[src/hdl/lrc_defs.vh]
// Offsets, field positions, reset values and codes of the light result and configuration registers
`ifndef LRC_DEFS_VH
`define LRC_DEFS_VH
`define LRC_OFS_RESULT 8'h00
`define LRC_OFS_CONFIG 8'h01
`define LRC_CFG_RESET 16'hc810
`define LRC_RES_RESET 16'h0000
`define LRC_EXP_MSB 15
`define LRC_EXP_LSB 12
`define LRC_MANT_MSB 11
`define LRC_MANT_LSB 0
`define LRC_CFG_CT 11
`define LRC_CFG_MODE_MSB 10
`define LRC_CFG_MODE_LSB 9
`define LRC_CFG_OVF 8
`define LRC_CFG_CRF 7
`define LRC_CFG_FH 6
`define LRC_CFG_FL 5
`define LRC_CFG_ME 2
`define LRC_RANGE_AUTO 4'hc
`define LRC_EXP_MAX 4'hb
`define LRC_MODE_OFF 2'h0
`define LRC_MODE_SINGLE 2'h1
`define LRC_BITS_PER_BYTE 4'h8
`endif

[src/hdl/lrc_light_regs.v]
// Result and configuration registers of the light sensor with their two-wire serial slave
`timescale 1ns/1ps
`include "lrc_defs.vh"

// How it works
// [RL1] The result word carries a 4-bit exponent in bits 15..12 and a 12-bit mantissa in bits 11..0.
// [RL2] The result register holds the last completed conversion and is replaced when the next one finishes.
// [RL3] The mantissa is an unsigned straight-binary count from zero up to full scale.
// [RL4] Lux equals 0.01 times two to the exponent times the mantissa, for the device and the reader alike.
// [RL5] Only exponent codes 0 to 11 are reported, full scale doubling per code from 40.95 to 83865.60 lux.
// [RL6] With the exponent mask set and a manual range below 12, the reported exponent is zero.
// [RL7] A configuration write during a running conversion aborts that conversion at once.
// [RL8] If the written configuration asks for conversions, a fresh one starts in the same cycle as the abort.
// [RL9] The configuration register sits at offset 01h, has eleven fields and resets to C810h.
// [RL10] Configuration bits 15..9 and 4..0 are read/write, bits 8..5 are read-only.
// [RL11] The result register at offset 00h is read-only and ignores writes.
// [RL12] Each register crosses the serial bus as two bytes, upper byte first.
// [RL13] Every register is 16 bits wide.
// [RL14] Exponent and mantissa are updated together so a read never mixes two conversions.
module lrc_light_regs (
    input wire ref_clk,
    input wire nrst,
    input wire [6:0] dev_addr,
    input wire scl_in,
    input wire sda_in,
    output wire sda_out,
    output reg sda_oe_n_q,
    input wire conv_done,
    input wire [3:0] conv_exp,
    input wire [11:0] conv_mant,
    input wire conv_overflow,
    input wire high_limit_hit,
    input wire low_limit_hit,
    output reg conv_start_q,
    output reg conv_abort_q,
    output wire [3:0] range_select,
    output wire conv_time_long,
    output wire exponent_mask
);
    localparam ST_IDLE = 4'h0;
    localparam ST_ADDR = 4'h1;
    localparam ST_ADDR_ACK = 4'h2;
    localparam ST_PTR = 4'h3;
    localparam ST_PTR_ACK = 4'h4;
    localparam ST_WDATA = 4'h5;
    localparam ST_WDATA_ACK = 4'h6;
    localparam ST_RDATA = 4'h7;
    localparam ST_RDATA_ACK = 4'h8;

    reg [2:0] scl_s_q;
    reg [2:0] sda_s_q;
    reg [3:0] st_q;
    reg [3:0] cnt_q;
    reg [7:0] rx_q;
    reg [7:0] tx_q;
    reg [7:0] ptr_q;
    reg [7:0] msb_hold_q;
    reg [15:0] rd_hold_q;
    reg byte_lo_q;
    reg rw_q;
    reg mack_q;
    reg cfg_wr_q;
    reg [15:0] cfg_wdata_q;
    reg crf_clr_q;
    reg [15:0] result_q;
    reg [15:0] cfg_rw_q;
    reg ovf_q;
    reg crf_q;
    reg busy_q;
    reg [3:0] exp_sel;
    wire scl = scl_s_q[1];
    wire sda = sda_s_q[1];
    wire scl_rise = scl & ~scl_s_q[2];
    wire scl_fall = ~scl & scl_s_q[2];
    wire start_cond = scl & scl_s_q[2] & ~sda & sda_s_q[2];
    wire stop_cond = scl & scl_s_q[2] & sda & ~sda_s_q[2];
    wire [15:0] cfg_view;
    wire [15:0] rd_word;
    wire [1:0] mode = cfg_rw_q[`LRC_CFG_MODE_MSB:`LRC_CFG_MODE_LSB];
    wire [1:0] new_mode = cfg_wdata_q[`LRC_CFG_MODE_MSB:`LRC_CFG_MODE_LSB];

    assign range_select = cfg_rw_q[`LRC_EXP_MSB:`LRC_EXP_LSB];
    assign conv_time_long = cfg_rw_q[`LRC_CFG_CT];
    assign exponent_mask = cfg_rw_q[`LRC_CFG_ME];
    assign sda_out = 1'b0;

    // Bits 8..5 come from live status, the rest from the writable store
    assign cfg_view = {cfg_rw_q[15:9], ovf_q, crf_q, high_limit_hit, low_limit_hit, cfg_rw_q[4:0]}; // see [RL10]
    assign rd_word = (ptr_q == `LRC_OFS_RESULT) ? result_q :
                     (ptr_q == `LRC_OFS_CONFIG) ? cfg_view : 16'h0000; // see [RL13]

    // Manual range reports the programmed code, or zero with the exponent mask set; automatic mode clamps to the top code
    always @* begin
        if (range_select < `LRC_RANGE_AUTO) begin
            exp_sel = exponent_mask ? 4'h0 : range_select; // see [RL6]
        end else begin
            exp_sel = (conv_exp > `LRC_EXP_MAX) ? `LRC_EXP_MAX : conv_exp; // see [RL5]
        end
    end

    always @(posedge ref_clk or negedge nrst) begin
        if (!nrst) begin
            scl_s_q <= 3'h7;
            sda_s_q <= 3'h7;
        end else begin
            scl_s_q <= {scl_s_q[1:0], scl_in};
            sda_s_q <= {sda_s_q[1:0], sda_in};
        end
    end

    // Serial slave: receive on rising clock, drive on falling clock
    always @(posedge ref_clk or negedge nrst) begin
        if (!nrst) begin
            st_q <= ST_IDLE;
            cnt_q <= 4'h0;
            rx_q <= 8'h00;
            tx_q <= 8'h00;
            ptr_q <= 8'h00;
            msb_hold_q <= 8'h00;
            rd_hold_q <= 16'h0000;
            byte_lo_q <= 1'b0;
            rw_q <= 1'b0;
            mack_q <= 1'b0;
            sda_oe_n_q <= 1'b1;
            cfg_wr_q <= 1'b0;
            cfg_wdata_q <= 16'h0000;
            crf_clr_q <= 1'b0;
        end else begin
            cfg_wr_q <= 1'b0;
            crf_clr_q <= 1'b0;
            if (start_cond) begin
                st_q <= ST_ADDR;
                cnt_q <= 4'h0;
                sda_oe_n_q <= 1'b1;
            end else if (stop_cond) begin
                st_q <= ST_IDLE;
                sda_oe_n_q <= 1'b1;
            end else if (scl_rise) begin
                if (st_q == ST_ADDR || st_q == ST_PTR || st_q == ST_WDATA) begin
                    rx_q <= {rx_q[6:0], sda};
                    cnt_q <= cnt_q + 4'h1;
                end else if (st_q == ST_RDATA_ACK) begin
                    mack_q <= ~sda;
                end
            end else if (scl_fall) begin
                case (st_q)
                    ST_ADDR, ST_PTR, ST_WDATA: begin
                        if (cnt_q == `LRC_BITS_PER_BYTE) begin
                            cnt_q <= 4'h0;
                            if (st_q == ST_ADDR) begin
                                if (rx_q[7:1] == dev_addr) begin
                                    rw_q <= rx_q[0];
                                    byte_lo_q <= 1'b0;
                                    sda_oe_n_q <= 1'b0;
                                    st_q <= ST_ADDR_ACK;
                                end else begin
                                    st_q <= ST_IDLE;
                                end
                            end else if (st_q == ST_PTR) begin
                                ptr_q <= rx_q;
                                sda_oe_n_q <= 1'b0;
                                st_q <= ST_PTR_ACK;
                            end else begin
                                if (!byte_lo_q) begin
                                    msb_hold_q <= rx_q; // see [RL12]
                                end else if (ptr_q == `LRC_OFS_CONFIG) begin
                                    cfg_wr_q <= 1'b1; // see [RL11]
                                    cfg_wdata_q <= {msb_hold_q, rx_q};
                                end
                                sda_oe_n_q <= 1'b0;
                                st_q <= ST_WDATA_ACK;
                            end
                        end
                    end
                    ST_ADDR_ACK: begin
                        if (rw_q) begin
                            // Whole word is captured once so both bytes belong to one update
                            rd_hold_q <= rd_word; // see [RL14]
                            tx_q <= rd_word[15:8]; // see [RL12]
                            crf_clr_q <= (ptr_q == `LRC_OFS_CONFIG);
                            sda_oe_n_q <= rd_word[15];
                            cnt_q <= 4'h0;
                            st_q <= ST_RDATA;
                        end else begin
                            sda_oe_n_q <= 1'b1;
                            st_q <= ST_PTR;
                        end
                    end
                    ST_PTR_ACK, ST_WDATA_ACK: begin
                        if (st_q == ST_WDATA_ACK) begin
                            byte_lo_q <= ~byte_lo_q;
                        end
                        sda_oe_n_q <= 1'b1;
                        st_q <= ST_WDATA;
                    end
                    ST_RDATA: begin
                        if (cnt_q == 4'h7) begin
                            sda_oe_n_q <= 1'b1;
                            st_q <= ST_RDATA_ACK;
                        end else begin
                            tx_q <= {tx_q[6:0], 1'b0};
                            sda_oe_n_q <= tx_q[6];
                            cnt_q <= cnt_q + 4'h1;
                        end
                    end
                    ST_RDATA_ACK: begin
                        if (mack_q) begin
                            if (byte_lo_q) begin
                                rd_hold_q <= rd_word; // see [RL14]
                                tx_q <= rd_word[15:8]; // see [RL12]
                                sda_oe_n_q <= rd_word[15];
                                crf_clr_q <= (ptr_q == `LRC_OFS_CONFIG);
                            end else begin
                                // Low byte from the capture, never from the live word
                                tx_q <= rd_hold_q[7:0]; // see [RL14]
                                sda_oe_n_q <= rd_hold_q[7];
                            end
                            byte_lo_q <= ~byte_lo_q;
                            cnt_q <= 4'h0;
                            st_q <= ST_RDATA;
                        end else begin
                            st_q <= ST_IDLE;
                        end
                    end
                    default: begin
                        sda_oe_n_q <= 1'b1;
                    end
                endcase
            end
        end
    end

    // Conversion control and register store
    always @(posedge ref_clk or negedge nrst) begin
        if (!nrst) begin
            cfg_rw_q <= `LRC_CFG_RESET; // see [RL9]
            ovf_q <= 1'b0;
            crf_q <= 1'b0;
            result_q <= `LRC_RES_RESET;
            busy_q <= 1'b0;
            conv_start_q <= 1'b0;
            conv_abort_q <= 1'b0;
        end else begin
            conv_start_q <= 1'b0;
            conv_abort_q <= 1'b0;
            if (cfg_wr_q) begin
                cfg_rw_q <= {cfg_wdata_q[15:9], 4'h0, cfg_wdata_q[4:0]}; // see [RL10]
                conv_abort_q <= busy_q; // see [RL7]
                busy_q <= (new_mode != `LRC_MODE_OFF);
                conv_start_q <= (new_mode != `LRC_MODE_OFF); // see [RL8]
            end else if (busy_q && conv_done) begin
                result_q <= {exp_sel, conv_mant}; // see [RL1] [RL2] [RL3] [RL4] [RL14]
                ovf_q <= conv_overflow;
                if (mode == `LRC_MODE_SINGLE) begin
                    cfg_rw_q[`LRC_CFG_MODE_MSB:`LRC_CFG_MODE_LSB] <= `LRC_MODE_OFF;
                    busy_q <= 1'b0;
                end else begin
                    conv_start_q <= 1'b1;
                end
            end
            // A finishing conversion wins over a ready-flag clear in the same cycle
            // Clear only a flag the host has actually been shown in its capture
            if (busy_q && conv_done && !cfg_wr_q) begin
                crf_q <= 1'b1;
            end else if (crf_clr_q && rd_hold_q[`LRC_CFG_CRF]) begin
                crf_q <= 1'b0;
            end
        end
    end
endmodule // lrc_light_regs

[config.mk]
export PLATFORM = sky130hd
export DESIGN_NAME = lrc_light_regs
export DESIGN_NICKNAME = d
export VERILOG_FILES = /design/src/hdl/lrc_light_regs.v
export VERILOG_INCLUDE_DIRS = /design/src /design/src/hdl
export SDC_FILE = /design/constraint.sdc
export NUM_CORES = 1
export LEC_CHECK = 0
export BUFFER_PORTS_ARGS = -buffer_cell sky130_fd_sc_hd__buf_4
export CELL_PAD_IN_SITES_DETAIL_PLACEMENT = 0
export CELL_PAD_IN_SITES_GLOBAL_PLACEMENT = 1
export CORE_UTILIZATION = 38
export CTS_CLUSTER_SIZE = 12
export DETAILED_ROUTE_END_ITERATION = 12
export PLACE_DENSITY_LB_ADDON = 0.1
export SLEW_MARGIN = 20
export SYNTH_ARGS = -nofsm -noshare
export SYNTH_HDL_FRONTEND = slang
export SYNTH_SLANG_ARGS = --single-unit
[constraint.sdc]
create_clock -name ref_clk -period 2.6 [get_ports ref_clk]
set_input_delay 0.13 -clock ref_clk [delete_from_list [all_inputs] [get_ports ref_clk]]
set_output_delay 0.13 -clock ref_clk [all_outputs]
set_load 0.03 [all_outputs]
== Word level (Yosys, flattened, before mapping) ==
Cells that the tools add are included.
W data, S select, Z words.
Word-level totals
  register bits after elaboration: 108
  bits of input ports: 31
  output and inout bits: 10
  logic and storage cells: 195
Cells by class
  $add $sub $neg: 1
  magnitude comparators: 2
  equality and inequality tests: 32
  muxes and demuxes: 83
  bitwise gates (word level): 19
  reduce and logical (&&, ||, !) cells: 34
Operator list (number)
  $mux W4: 19
  $mux W1: 41
  $reduce_and A8 Y1: 5
  $mux W16: 2
  $mux W7: 4
  $ne A4 B4 Y1 const B: 7
  $mux W8: 3
  $pmux W7 S3: 1
  $eq A4 B3 Y1 const B: 5
  $pmux W4 S5: 1
  $reduce_and A10 Y1: 2
  $ne A2 B2 Y1 const B: 9
  $pmux W4 S4: 1
  $pmux W8 S2: 1
  $reduce_and A5 Y1: 3
  $not A1 Y1: 12
  $reduce_bool A3 Y1: 4
  $mux W2: 5
  $reduce_bool A2 Y1: 5
  $reduce_and A9 Y1: 1
  $eq A4 B2 Y1 const B: 2
  $eq A4 B4 Y1 const B: 2
  $eq A8 B1 Y1 const B: 1
  $logic_not A8 Y1: 1
  22 further kinds: 34

== Longest topological paths before layout ==
Gate-level depths: netlist of run 1.
  word-level depth: 11
  depth in mapped cells: 9
  depth with buffers taken out: 7

== Worst setup path after synthesis of run 1 ==
Ideal clock, no wire load.
  kind: reg2reg
  from: reg scl_s_q[2]
  to: reg ptr_q[0]
  setup time: 125 ps
  arrival: 1915 ps
  data required time: 2475 ps
  slack: 560 ps
  stages on the path, launching flop included: 7
  path buffers: 1
  period minus slack after synthesis: 2040 ps
  cell sequence: dfstp_2 > inv_1 > ha_1 > nand3b_4 > or4_1 > buf_6 > mux2_4
Between the ends
  longest elaborated chain between the ends: 5
  elaborated cells on any way between the ends: 12
  those cells by class: bitwise: 11; reduce/logical: 1
Ends and longest elaborated chain
  start, declared: line lrc_light_regs.v:50  | reg [2:0] scl_s_q;
  start signal, assigned: line lrc_light_regs.v:106  | scl_s_q <= {scl_s_q[1:0], scl_in};
  $and A1 B1 Y1: line lrc_light_regs.v:75, lrc_light_regs.v:76
  $and A1 B1 Y1 (on tied branches) (2 in series): line lrc_light_regs.v:76, lrc_light_regs.v:75
  $not A1 Y1 (no line)
  $reduce_and A8 Y1 (no line) *
  end signal, assigned: line lrc_light_regs.v:160  | ptr_q <= rx_q;
  end, declared: line lrc_light_regs.v:56  | reg [7:0] ptr_q;
Every way passes the cells marked *; elsewhere a longest branch is shown, timed or not.
A chain may end at the register's enable or synchronous reset.

== Worst setup path after layout of run 1 ==
  from: reg scl_s_q[2]
  to: reg ptr_q[3]
Same word-level chain as after synthesis.

==> metrics.md, run 1 <==
| Metric | Value |
|---|---|
| Synth top area cells | dfrtp_1, mux2_2, dfstp_2, mux2_4, mux2i_1 |
| Die ar. | 0.0139 mm^2 |
| Clock group share of total power | 28.0% |
| Switch Pwr | 0.00153 W |
| Seq/Total Area, Yosys | 50.7% |
| EDFF count, synth | 0 |
| # port buffers | 39 |
| Status | completed |
| Final Wtd Congestion | 0.823 |
| Synth-to-layout area growth | 15.9% |
| Detailed Route Iter0 Violations | 195 |
| Largest net degree at the start of global routing | 75 |
| Post-Syn Area | 0.00511 mm^2 |
| Share of the synthesized area in the top cell type | 45.1% |
| Synth area leader | dfrtp_1 |
| Final worst slack | 0.278 ns |
| Nets | 512 |
| Worst setup EP type | flip-flop |
| Post-cts gate resize count | 0 |
| Reg2Reg Depth | 4 |
| Router iterations before antenna repair | 4 |
| Pins Over Slew Limit | 0 |
| Reg power frac | 47.9% |
| Crit start category | flip-flop |
| Pleak | 2.61 nW |
| Starting density of the core | 39.7% |
| First-pass GRT wire length | 19,000 um |
| Share of cells above drive strength 1 | 31.3% |
| Highest Clock Rate | 431 MHz |
| Clock slew at reported path FFs | 0.07 ns |
| DR vias/cell | 5.28 |
| Clk buf depth | 2 |
| Period Utilization, post-route | 89.3% |
| Clk sink count | 103 |
| Commonest non-fill, non-tap cell in the layout | dfrtp_1 |
| Data required, critical path | 2.84 ns |
| Final hold violation count | 0 |
| Max-Cap Viols | 0 |
| Mapped Cells | 433 |
| Gr usage total | 17.6% |
| Slew @ Worst Pin | 0.584 ns |
| Met2 global-route usage | 26.4% |
| CTS buffer count | 9 |
| Met3 usage | 4.55% |
| Drt wl/cell | 17.4 um |
| Power Internal | 0.00314 W |
| Top Usage Layer GRT | met2 |
| Main synth FF type | dfrtp_1 |
| Overflow left after global routing | 0 |
| Initial antenna violation count | 0 |
| Synthesized area per cell | 11.8 um^2 |
| Post-DP HPWL | 8110 um |
| Syn Nets | 471 |
| Sw frac | 32.7% |
| Post-synthesis cell type count | 59 |
| Detail Route Antenna Nets | 0 |
| Pwr dens | 789 mW/mm^2 |
| Dpl ws | 0.297 ns |
| TritonCTS clock tree | yes |
| Via count | 3,437 |
| FF+latch count, synth | 103 |
| WP data arrival | 2.56 ns |
| Synth warn | 0 |
| Tmin final | 2.32 ns |
| CORE AREA | 0.0129 mm^2 |
| Die X | 118 um |
| Placed cell count | 629 |
| WS Path Type | reg -> reg |
| # setup viols final | 0 |
| RSZ-0062 raised after global routing | false |
| Worst hold path type | in -> reg |
| CTS HTree Levels | 3 |
| Commonest non-fill, non-tap cells in the layout | dfrtp_1, buf_4, mux2_2 |
| Clk_skew | 0.00430 ns |
| Min-Delay Path Depth | 2 |
| Clk root buf | clkbuf_16 |
| Antenna cells | 0 |
| VDD IR-drop max | 0.000342 V |
| Drc violations | 0 |
| Total wire length | 11,300 um |
| Io pins | 41 |
| Combinational fraction of design power | 24.0% |
| Met1 global-route usage | 24.8% |
| Die Height | 118 um |
| Num rows | 41 |
| Asr flop ratio synth | 100% |
| Non-Filler Instances | 651 |
| Crit path max fanout | 8 |
| Setup TNS | 0 ns |
| Clk Latency, worst-skew pair | 0.35 ns |
| Number of global-route vias before repair | 3,454 |
| Relative slew slack | 61.1% |
[registers in the layout (all words and copies together) (netlist names), 4 cells and up]
register     flops
ptr_q            8
cfg_rw_q        12
tx_q             7
cnt_q            4
rx_q             8
rd_hold_q        8
st_q             4
result_q        16
msb_hold_q       7
cfg_wdata_q     12
[logic make-up (layout without fill, tap and decap cells)]
logic type,count (synthesis),count (layout),share of synthesized area (%)
DFF,103,103,50.7
other,1,1,0.0734
buffers and inverters,39,85,3.87
xor gates and xnor gates,10,10,1.71
muxes,80,80,18.3
and+or+nand+nor,112,112,12.7
adders and majority gates,7,7,1.71
AOI/OAI and AO/OA,81,81,10.9
[power groups by stage]
stage	Sequential [W]	Combinational, W	Clock [W]
final	0.00224	0.00112	0.00131
after global routing	0.00229	0.00126	0.00141
after CTS	0.00225	0.00113	0.00135
after detailed placement	0.00227	0.00112	0
after global placement	0.00227	0.00111	0
after floorplan	0.00212	0.000897	0
[per-stage QoR]
step	util [%]	hold WS [ns]	instance area, um^2	total power, W
floorplan	-	-0.166	5110	0.00302
CTS	45.9	0.000185	5910	0.00472
global placement	43.3	0.0891	5580	0.00339
global route	46.0	0.000635	5920	0.00497
detailed placement	43.3	0.0909	5580	0.00339
finish	46.0	0.0124	5920	0.00467
[path summary, 6_finish.rpt]
check / slack (ns) / start / to
setup reg to reg: 0.28 / scl_s_q[2] / ptr_q[3]
min in group asynchronous: 0.26 / nrst / st_q[0]
hold reg to reg: 0.36 / sda_s_q[0] / sda_s_q[1]
hold / removal: 0.01 / conv_mant[2] / result_q[2]
setup / recovery: 0.28 / scl_s_q[2] / ptr_q[3]
max in group asynchronous: 1.58 / nrst / cfg_rw_q[11]
[layer usage]
layer | up-vias | wire length [um]
met4 | 0 | 117
met2 | 82 | 5150
met5 | - | 0
met1 | 1699 | 5610
li1 | 1647 | -
met3 | 9 | 462
[synth_stat cells, types with 2 or more instances]
cell and number:
ha_1 7, o21a_1 7, nor2b_1 13, a2bb2oi_1 2, mux2_4 15, dfrtp_1 92
a31oi_1 2, a211oi_1 4, nor4_1 3, o21ai_0 18, xnor2_1 9, o22ai_1 5
and3b_1 3, a22oi_1 6, nand2_1 37, clkbuf_1 10, o31ai_1 10, a21oi_1 7
nor3b_1 3, mux2_2 46, nor3_1 4, dfstp_2 11, buf_2 11, nand3_1 7
or4_1 3, or3_1 4, nand3b_1 7, inv_1 9, nor2_1 7, o211ai_1 10
nand4_1 4, and2_1 5, mux2i_1 19, buf_4 8
[area by class of cell]
cell class	instances	area, um^2
well taps	172	215
flip-flops and latches	103	2590
inverters	9	33.8
multi-input cells	291	2320
clock inverters	5	40.0
fillers	1220	6960
repair buffers	60	478
clock buffers	11	243
[critical path: stages (launching register included)]
cell	delay [ns]
dfstp_2	0.56
ha_1	0.35
nand3b_4	0.14
or4_1	0.78
mux2_4	0.39
[what timing repair did]
| action | 4_1_cts | 5_1_grt |
|---|---|---|
| hold buffers | 5 | 1 |
| endpoints found under the hold margin | 27 | 1 |
| buffers inserted | 0 | 0 |
(Power assumes the default switching activity.)
==> inputs of run 2 (changes only) <==
CTS_CLUSTER_SIZE = 8   (was 12)
MAX_ROUTING_LAYER = met4   (was not set)
==> metrics.md, run 2 (same netlist as run 1, synthesis figures left out) <==
| Metric | Value |
|---|---|
| Io pins | 41 |
| Slew @ Worst Pin | 0.575 ns |
| Crit path max fanout | 8 |
| Clk_skew | 0.00322 ns |
| Postcts setup bufs | 0 |
| Nets | 512 |
| Final Wtd Congestion | 0.835 |
| Max reg flops | 16 |
| Clk buf depth | 2 |
| Reg-to-reg setup timing slack | 0.28 ns |
| Commonest non-fill, non-tap cell in the layout | dfrtp_1 |
| Worst setup EP type | flip-flop |
| RSZ-0062 raised after global routing | false |
| Drt wl/cell | 17.4 um |
| Worst hold path type | in -> reg |
| Largest net degree at the start of global routing | 75 |
| Starting density of the core | 39.7% |
| Die Height | 118 um |
| Biggest regs | result_q x16, cfg_rw_q x12, cfg_wdata_q x12 |
| First-pass GRT wire length | 19,000 um |
| RR Endpoint | ptr_q[3] |
| WP data arrival | 2.56 ns |
| Pleak | 2.61 nW |
| Via count | 3,387 |
| Crit-path cells | ha_1, nand3b_4, or4_1, mux2_4 |
| Synth-to-layout area growth | 15.9% |
| CTS buffer count | 9 |
| Post-DP HPWL | 8110 um |
| Initial antenna violation count | 0 |
| Status | completed |
| Die X | 118 um |
| # setup viols final | 0 |
| Worst setup endpoint | ptr_q[3] |
| Detail Route Antenna Nets | 0 |
| # port buffers | 39 |
| CORE AREA | 0.0129 mm^2 |
| DR WL met3 | 352 um |
| Number of global-route vias before repair | 3,449 |
| Clk sink count | 103 |
| Crit start category | flip-flop |
| Top Metal Used | met4 |
| Pins Over Slew Limit | 0 |
| Share of cells above drive strength 1 | 31.3% |
| Biggest register | result_q |
| M1 WL | 5690 um |
| Reg2Reg Depth | 4 |
| WS Path Type | reg -> reg |
| Clk Latency, worst-skew pair | 0.35 ns |
| Crit path from | scl_s_q[2] |
| Num rows | 41 |
| Slowest cell delay on critical path | 0.78 ns |
| Gr usage total | 18.2% |
| Clock slew at reported path FFs | 0.07 ns |
| DR vias/cell | 5.20 |
| Final hold violation count | 0 |
| Router iterations before antenna repair | 4 |
| Highest Clock Rate | 431 MHz |
| Period Utilization, post-route | 89.3% |
| Drc violations | 0 |
| Commonest non-fill, non-tap cells in the layout | dfrtp_1, buf_4, mux2_2 |
| Overflow left after global routing | 0 |
| Antenna cells | 0 |
| VDD IR-drop max | 0.000342 V |
| TritonCTS clock tree | yes |
| Relative slew slack | 61.7% |
| Max-Cap Viols | 0 |
| Pwr dens | 789 mW/mm^2 |
| Total power | 0.00467 W |
| WL met2 | 5100 um |
| Detailed Route Iter0 Violations | 188 |
| Setup TNS | 0 ns |
| CTS HTree Levels | 3 |
| Die ar. | 0.0139 mm^2 |
| Tmin final | 2.32 ns |
| RR Startpoint | scl_s_q[2] |
| Clk root buf | clkbuf_16 |
| Data required, critical path | 2.84 ns |
| Slowest CP cell | or4_1 |
| Total wire length | 11,300 um |
-- run 2: cell counts in the layout (fill, tap and decap cells not counted) --
Identical to the previous run, type by type.
-- run 2: final cells by class --
type | count | area, um^2
Fill cell | 1220 | 6960
Multi-Input combinational cell | 291 | 2320
Sequential cell | 103 | 2590
Clock buffer | 11 | 243
Tap cell | 172 | 215
Timing Repair Buffer | 60 | 478
Clock inverter | 5 | 40.0
Inverter | 9 | 33.8
-- run 2: per-layer routing --
layer | vias to the layer above | global-route usage (%)
met2 | 48 | 26.3
met3 | 11 | 4.60
met1 | 1684 | 24.9
li1 | 1644 | -
met5 | - | -
met4 | 0 | 5.45
-- run 2: how the worst min path moves through the flow --
| stage | from | to | slack, ns | depth (start not counted) |
|---|---|---|---|---|
| after floorplan | nrst | busy_q | -0.17 | 0 |
| after global placement | nrst | cnt_q[1] | 0.09 | 1 |
| after detailed placement | nrst | cnt_q[1] | 0.09 | 1 |
| after CTS | conv_mant[2] | result_q[2] | 0.0002 | 2 |
| after global routing | conv_mant[2] | result_q[2] | 0.0006 | 2 |
| final | conv_mant[2] | result_q[2] | 0.008 | 2 |
-- run 2: repair_timing --
action | 4_1_cts | 5_1_grt
gates resized for setup | 0 | 0
hold endpoints to repair | 27 | 1
setup endpoints to repair | 0 | 0
hold buffers | 5 | 1
-- run 2: critical path: cells and delay by family, from the launching register on --
family        cells  cell delay, ns
simple gates      2            0.92
flops             1            0.56
mux               1            0.39
fa+ha+maj         1            0.34
-- run 2: per-stage QoR --
stage / setup WS, ns / hold slack [ns] / utilization [%] / cells / area (um^2)
after floorplan: 0.560 / -0.166 / - / 433 / 5110
after global placement: 0.329 / 0.0891 / 43.3 / 629 / 5580
after detailed placement: 0.297 / 0.0909 / 43.3 / 629 / 5580
after CTS: 0.278 / 0.000185 / 45.9 / 650 / 5910
after global routing: 0.168 / 0.000619 / 46.0 / 651 / 5920
final: 0.278 / 0.00823 / 46.0 / 651 / 5920
-- run 2: power breakdown --
group / switching, W / total (W) / internal, W
Clock: 0.000626 / 0.00131 / 0.000685
Combinational: 0.000568 / 0.00112 / 0.000553
Sequential: 0.000330 / 0.00224 / 0.00191
Total: 0.00152 / 0.00467 / 0.00314
==> inputs of run 3 (changes only) <==
ABC_AREA = 1   (was not set)
==> metrics.md, run 3 <==
| Metric | Value |
|---|---|
| Synthesized area per cell | 7.91 um^2 |
| Slew @ Worst Pin | 0.531 ns |
| DR vias/cell | 4.75 |
| Combinational fraction of design power | 27.9% |
| Switch Pwr | 0.00175 W |
| Gr usage total | 19.6% |
| Final worst slack | 0.464 ns |
| Final Wtd Congestion | 0.885 |
| Die ar. | 0.0139 mm^2 |
| Drc violations | 1 |
| Num rows | 42 |
| Clk_skew | 0.00891 ns |
| Detailed Route Iter0 Violations | 257 |
| Pleak | 3.00 nW |
| Worst hold path type | in -> reg |
| Synth top area cells | dfrtp_1, nand2_1, o21ai_0, dfstp_2, inv_1 |
| Largest net degree at the start of global routing | 67 |
| Clock group share of total power | 27.9% |
| Final hold slack | 0.0101 ns |
| List of most frequent post-synthesis cells | nand2_1, dfrtp_1, inv_1 |
| Syn Nets | 685 |
| Clk sink count | 103 |
| Io pins | 41 |
| Highest Clock Rate | 468 MHz |
| Sw frac | 36.2% |
| Pins Over Slew Limit | 0 |
| Crit path max fanout | 14 |
| VDD IR-drop max | 0.000363 V |
| Share of cells above drive strength 1 | 14.2% |
| Antenna cells | 0 |
| Synth area leader | dfrtp_1 |
| Clk Latency, worst-skew pair | 0.36 ns |
| RSZ-0062 raised after global routing | false |
| # port buffers | 39 |
| Router iterations before antenna repair | 8 |
| Clk root buf | clkbuf_16 |
| Non-Filler Instances | 881 |
| Failing checks | DRC |
| Reg power frac | 44.2% |
| Commonest non-fill, non-tap cell in the layout | nand2_1 |
| Post-cts gate resize count | 0 |
| Commonest non-fill, non-tap cells in the layout | nand2_1, dfrtp_1, inv_1 |
| Nets | 738 |
| EDFF count, synth | 0 |
| Initial antenna violation count | 0 |
| Power Internal | 0.00308 W |
| Clk buf depth | 2 |
| Pwr dens | 803 mW/mm^2 |
| Placed cell count | 850 |
| Overflow left after global routing | 0 |
| Tmin final | 2.14 ns |
| First-pass GRT wire length | 20,600 um |
| Data required, critical path | 2.86 ns |
| Synth warn | 0 |
| Share of the synthesized area in the top cell type | 45.0% |
| Clock slew at reported path FFs | 0.07 ns |
| Setup TNS | 0 ns |
| WS Path Type | reg -> reg |
| Via count | 4,182 |
| Mapped Cells | 647 |
| CTS HTree Levels | 3 |
| Asr flop ratio synth | 100% |
| Drt wl/cell | 13.8 um |
| Post-Syn Area | 0.00512 mm^2 |
| Post-DP HPWL | 8940 um |
| CORE AREA | 0.0132 mm^2 |
| # setup viols final | 0 |
| Detail Route Antenna Nets | 0 |
| Most numerous cell in the Yosys netlist | nand2_1 |
| Main synth FF type | dfrtp_1 |
| Max reg flops | 16 |
| Dpl ws | 0.443 ns |
| Seq/Total Area, Yosys | 50.6% |
| Synth-to-layout area growth | 17.5% |
| Crit start category | flip-flop |
| Worst setup EP type | flip-flop |
| Biggest register | result_q |
| Max-Cap Viols | 0 |
| Post-synthesis cell type count | 39 |
| Status | finished with violations |
| TritonCTS clock tree | yes |
| Number of global-route vias before repair | 4,195 |
| Starting density of the core | 38.8% |
| Relative slew slack | 64.2% |
| Total wire length | 12,200 um |
| Period Utilization, post-route | 82.2% |
| Die Height | 118 um |
| CTS buffer count | 9 |
| FF+latch count, synth | 103 |
| Final Util | 45.6% |
| WP data arrival | 2.40 ns |
| Fillers | 1,355 |
| Biggest regs | result_q x16, cfg_rw_q x12, cfg_wdata_q x12 |
| Die X | 118 um |
| Final hold violation count | 0 |
==> run 3: cell types whose count changed after synthesis, sizes merged, moves of 10 or more <==
| cell | delta |
|---|---|
| nor2b | -13 |
| mux2 | -61 |
| inv | +68 |
| o31ai | -10 |
| mux2i | -19 |
| nand2 | +195 |
| nor2 | +42 |
| nand3 | +31 |
| o21ai | +53 |
==> run 3: layer usage <==
| layer | GRT usage, % | part of all wire, % | vias up |
|---|---|---|---|
| met3 | 4.80 | 3.1 | 8 |
| met4 | 5.29 | 1.2 | 0 |
| li1 | - | - | 2151 |
| met5 | - | 0 | - |
| met1 | 26.3 | 50 | 1960 |
| met2 | 29.6 | 45 | 63 |
==> run 3: worst paths after layout <==
path,start,to,slack (ns),cells after the start
max in group asynchronous,nrst,sda_s_q[2],1.53,3
worst max register to register,scl_s_q[2],msb_hold_q[3],0.46,7
worst max-delay path,scl_s_q[2],msb_hold_q[3],0.46,7
min in group asynchronous,nrst,result_q[8],0.28,2
worst min-delay path,conv_mant[5],result_q[5],0.01,3
worst min register to register,sda_s_q[0],sda_s_q[1],0.36,0
==> run 3: per-stage QoR <==
stage	total power [W]	instance area [um^2]
final	0.00483	6020
after global routing	0.00520	6020
after global placement	0.00351	5580
after floorplan	0.00310	5120
after detailed placement	0.00351	5580
after CTS	0.00490	6020
==> run 3: cell families (layout without fill, tap and decap cells) <==
logic type,count (synthesis),in the layout,synth area share [%]
adder cells (fa/ha/maj),7,7,1.71
buffers and inverters,96,154,7.97
XOR/XNOR,3,3,0.513
AO/OA/AOI/OAI,97,97,10.2
other,1,1,0.0733
AND/OR/NAND/NOR,340,340,28.9
flip-flops,103,103,50.6
==> run 3: repair_timing <==
item                                   4_1_cts  5_1_grt
endpoints found under the hold margin       50        0
setup buffers                                0        0
hold buffers                                15        0
==> run 3: area by class of cell <==
| cell class | instances | area [um^2] | area share, % |
|---|---|---|---|
| Clock inverter | 5 | 45.0 | 0.749 |
| Inverter | 77 | 289 | 4.80 |
| Clock buffer | 11 | 243 | 4.03 |
| Sequential cell | 103 | 2590 | 43.1 |
| Timing Repair Buffer | 61 | 508 | 8.44 |
| Multi-Input combinational cell | 448 | 2120 | 35.2 |
| Tap cell | 176 | 220 | 3.66 |
==> run 3: power groups by stage <==
| stage | clock network (W) | registers [W] | logic [W] |
|---|---|---|---|
| after global placement | 0 | 0.00217 | 0.00135 |
| after global routing | 0.00146 | 0.00219 | 0.00155 |
| after CTS | 0.00140 | 0.00214 | 0.00137 |
| after floorplan | 0 | 0.00212 | 0.000984 |
| after detailed placement | 0 | 0.00216 | 0.00135 |
| final | 0.00135 | 0.00214 | 0.00135 |
==> run 3: critical path, stage by stage (launching register included) <==
cell and delay [ns]:
dfstp_2 0.56, inv_1 0.06, ha_1 0.26, inv_1 0.14, nand2_1 0.11, nor2_1 0.20, nand3_1 0.39, o21ai_0 0.31
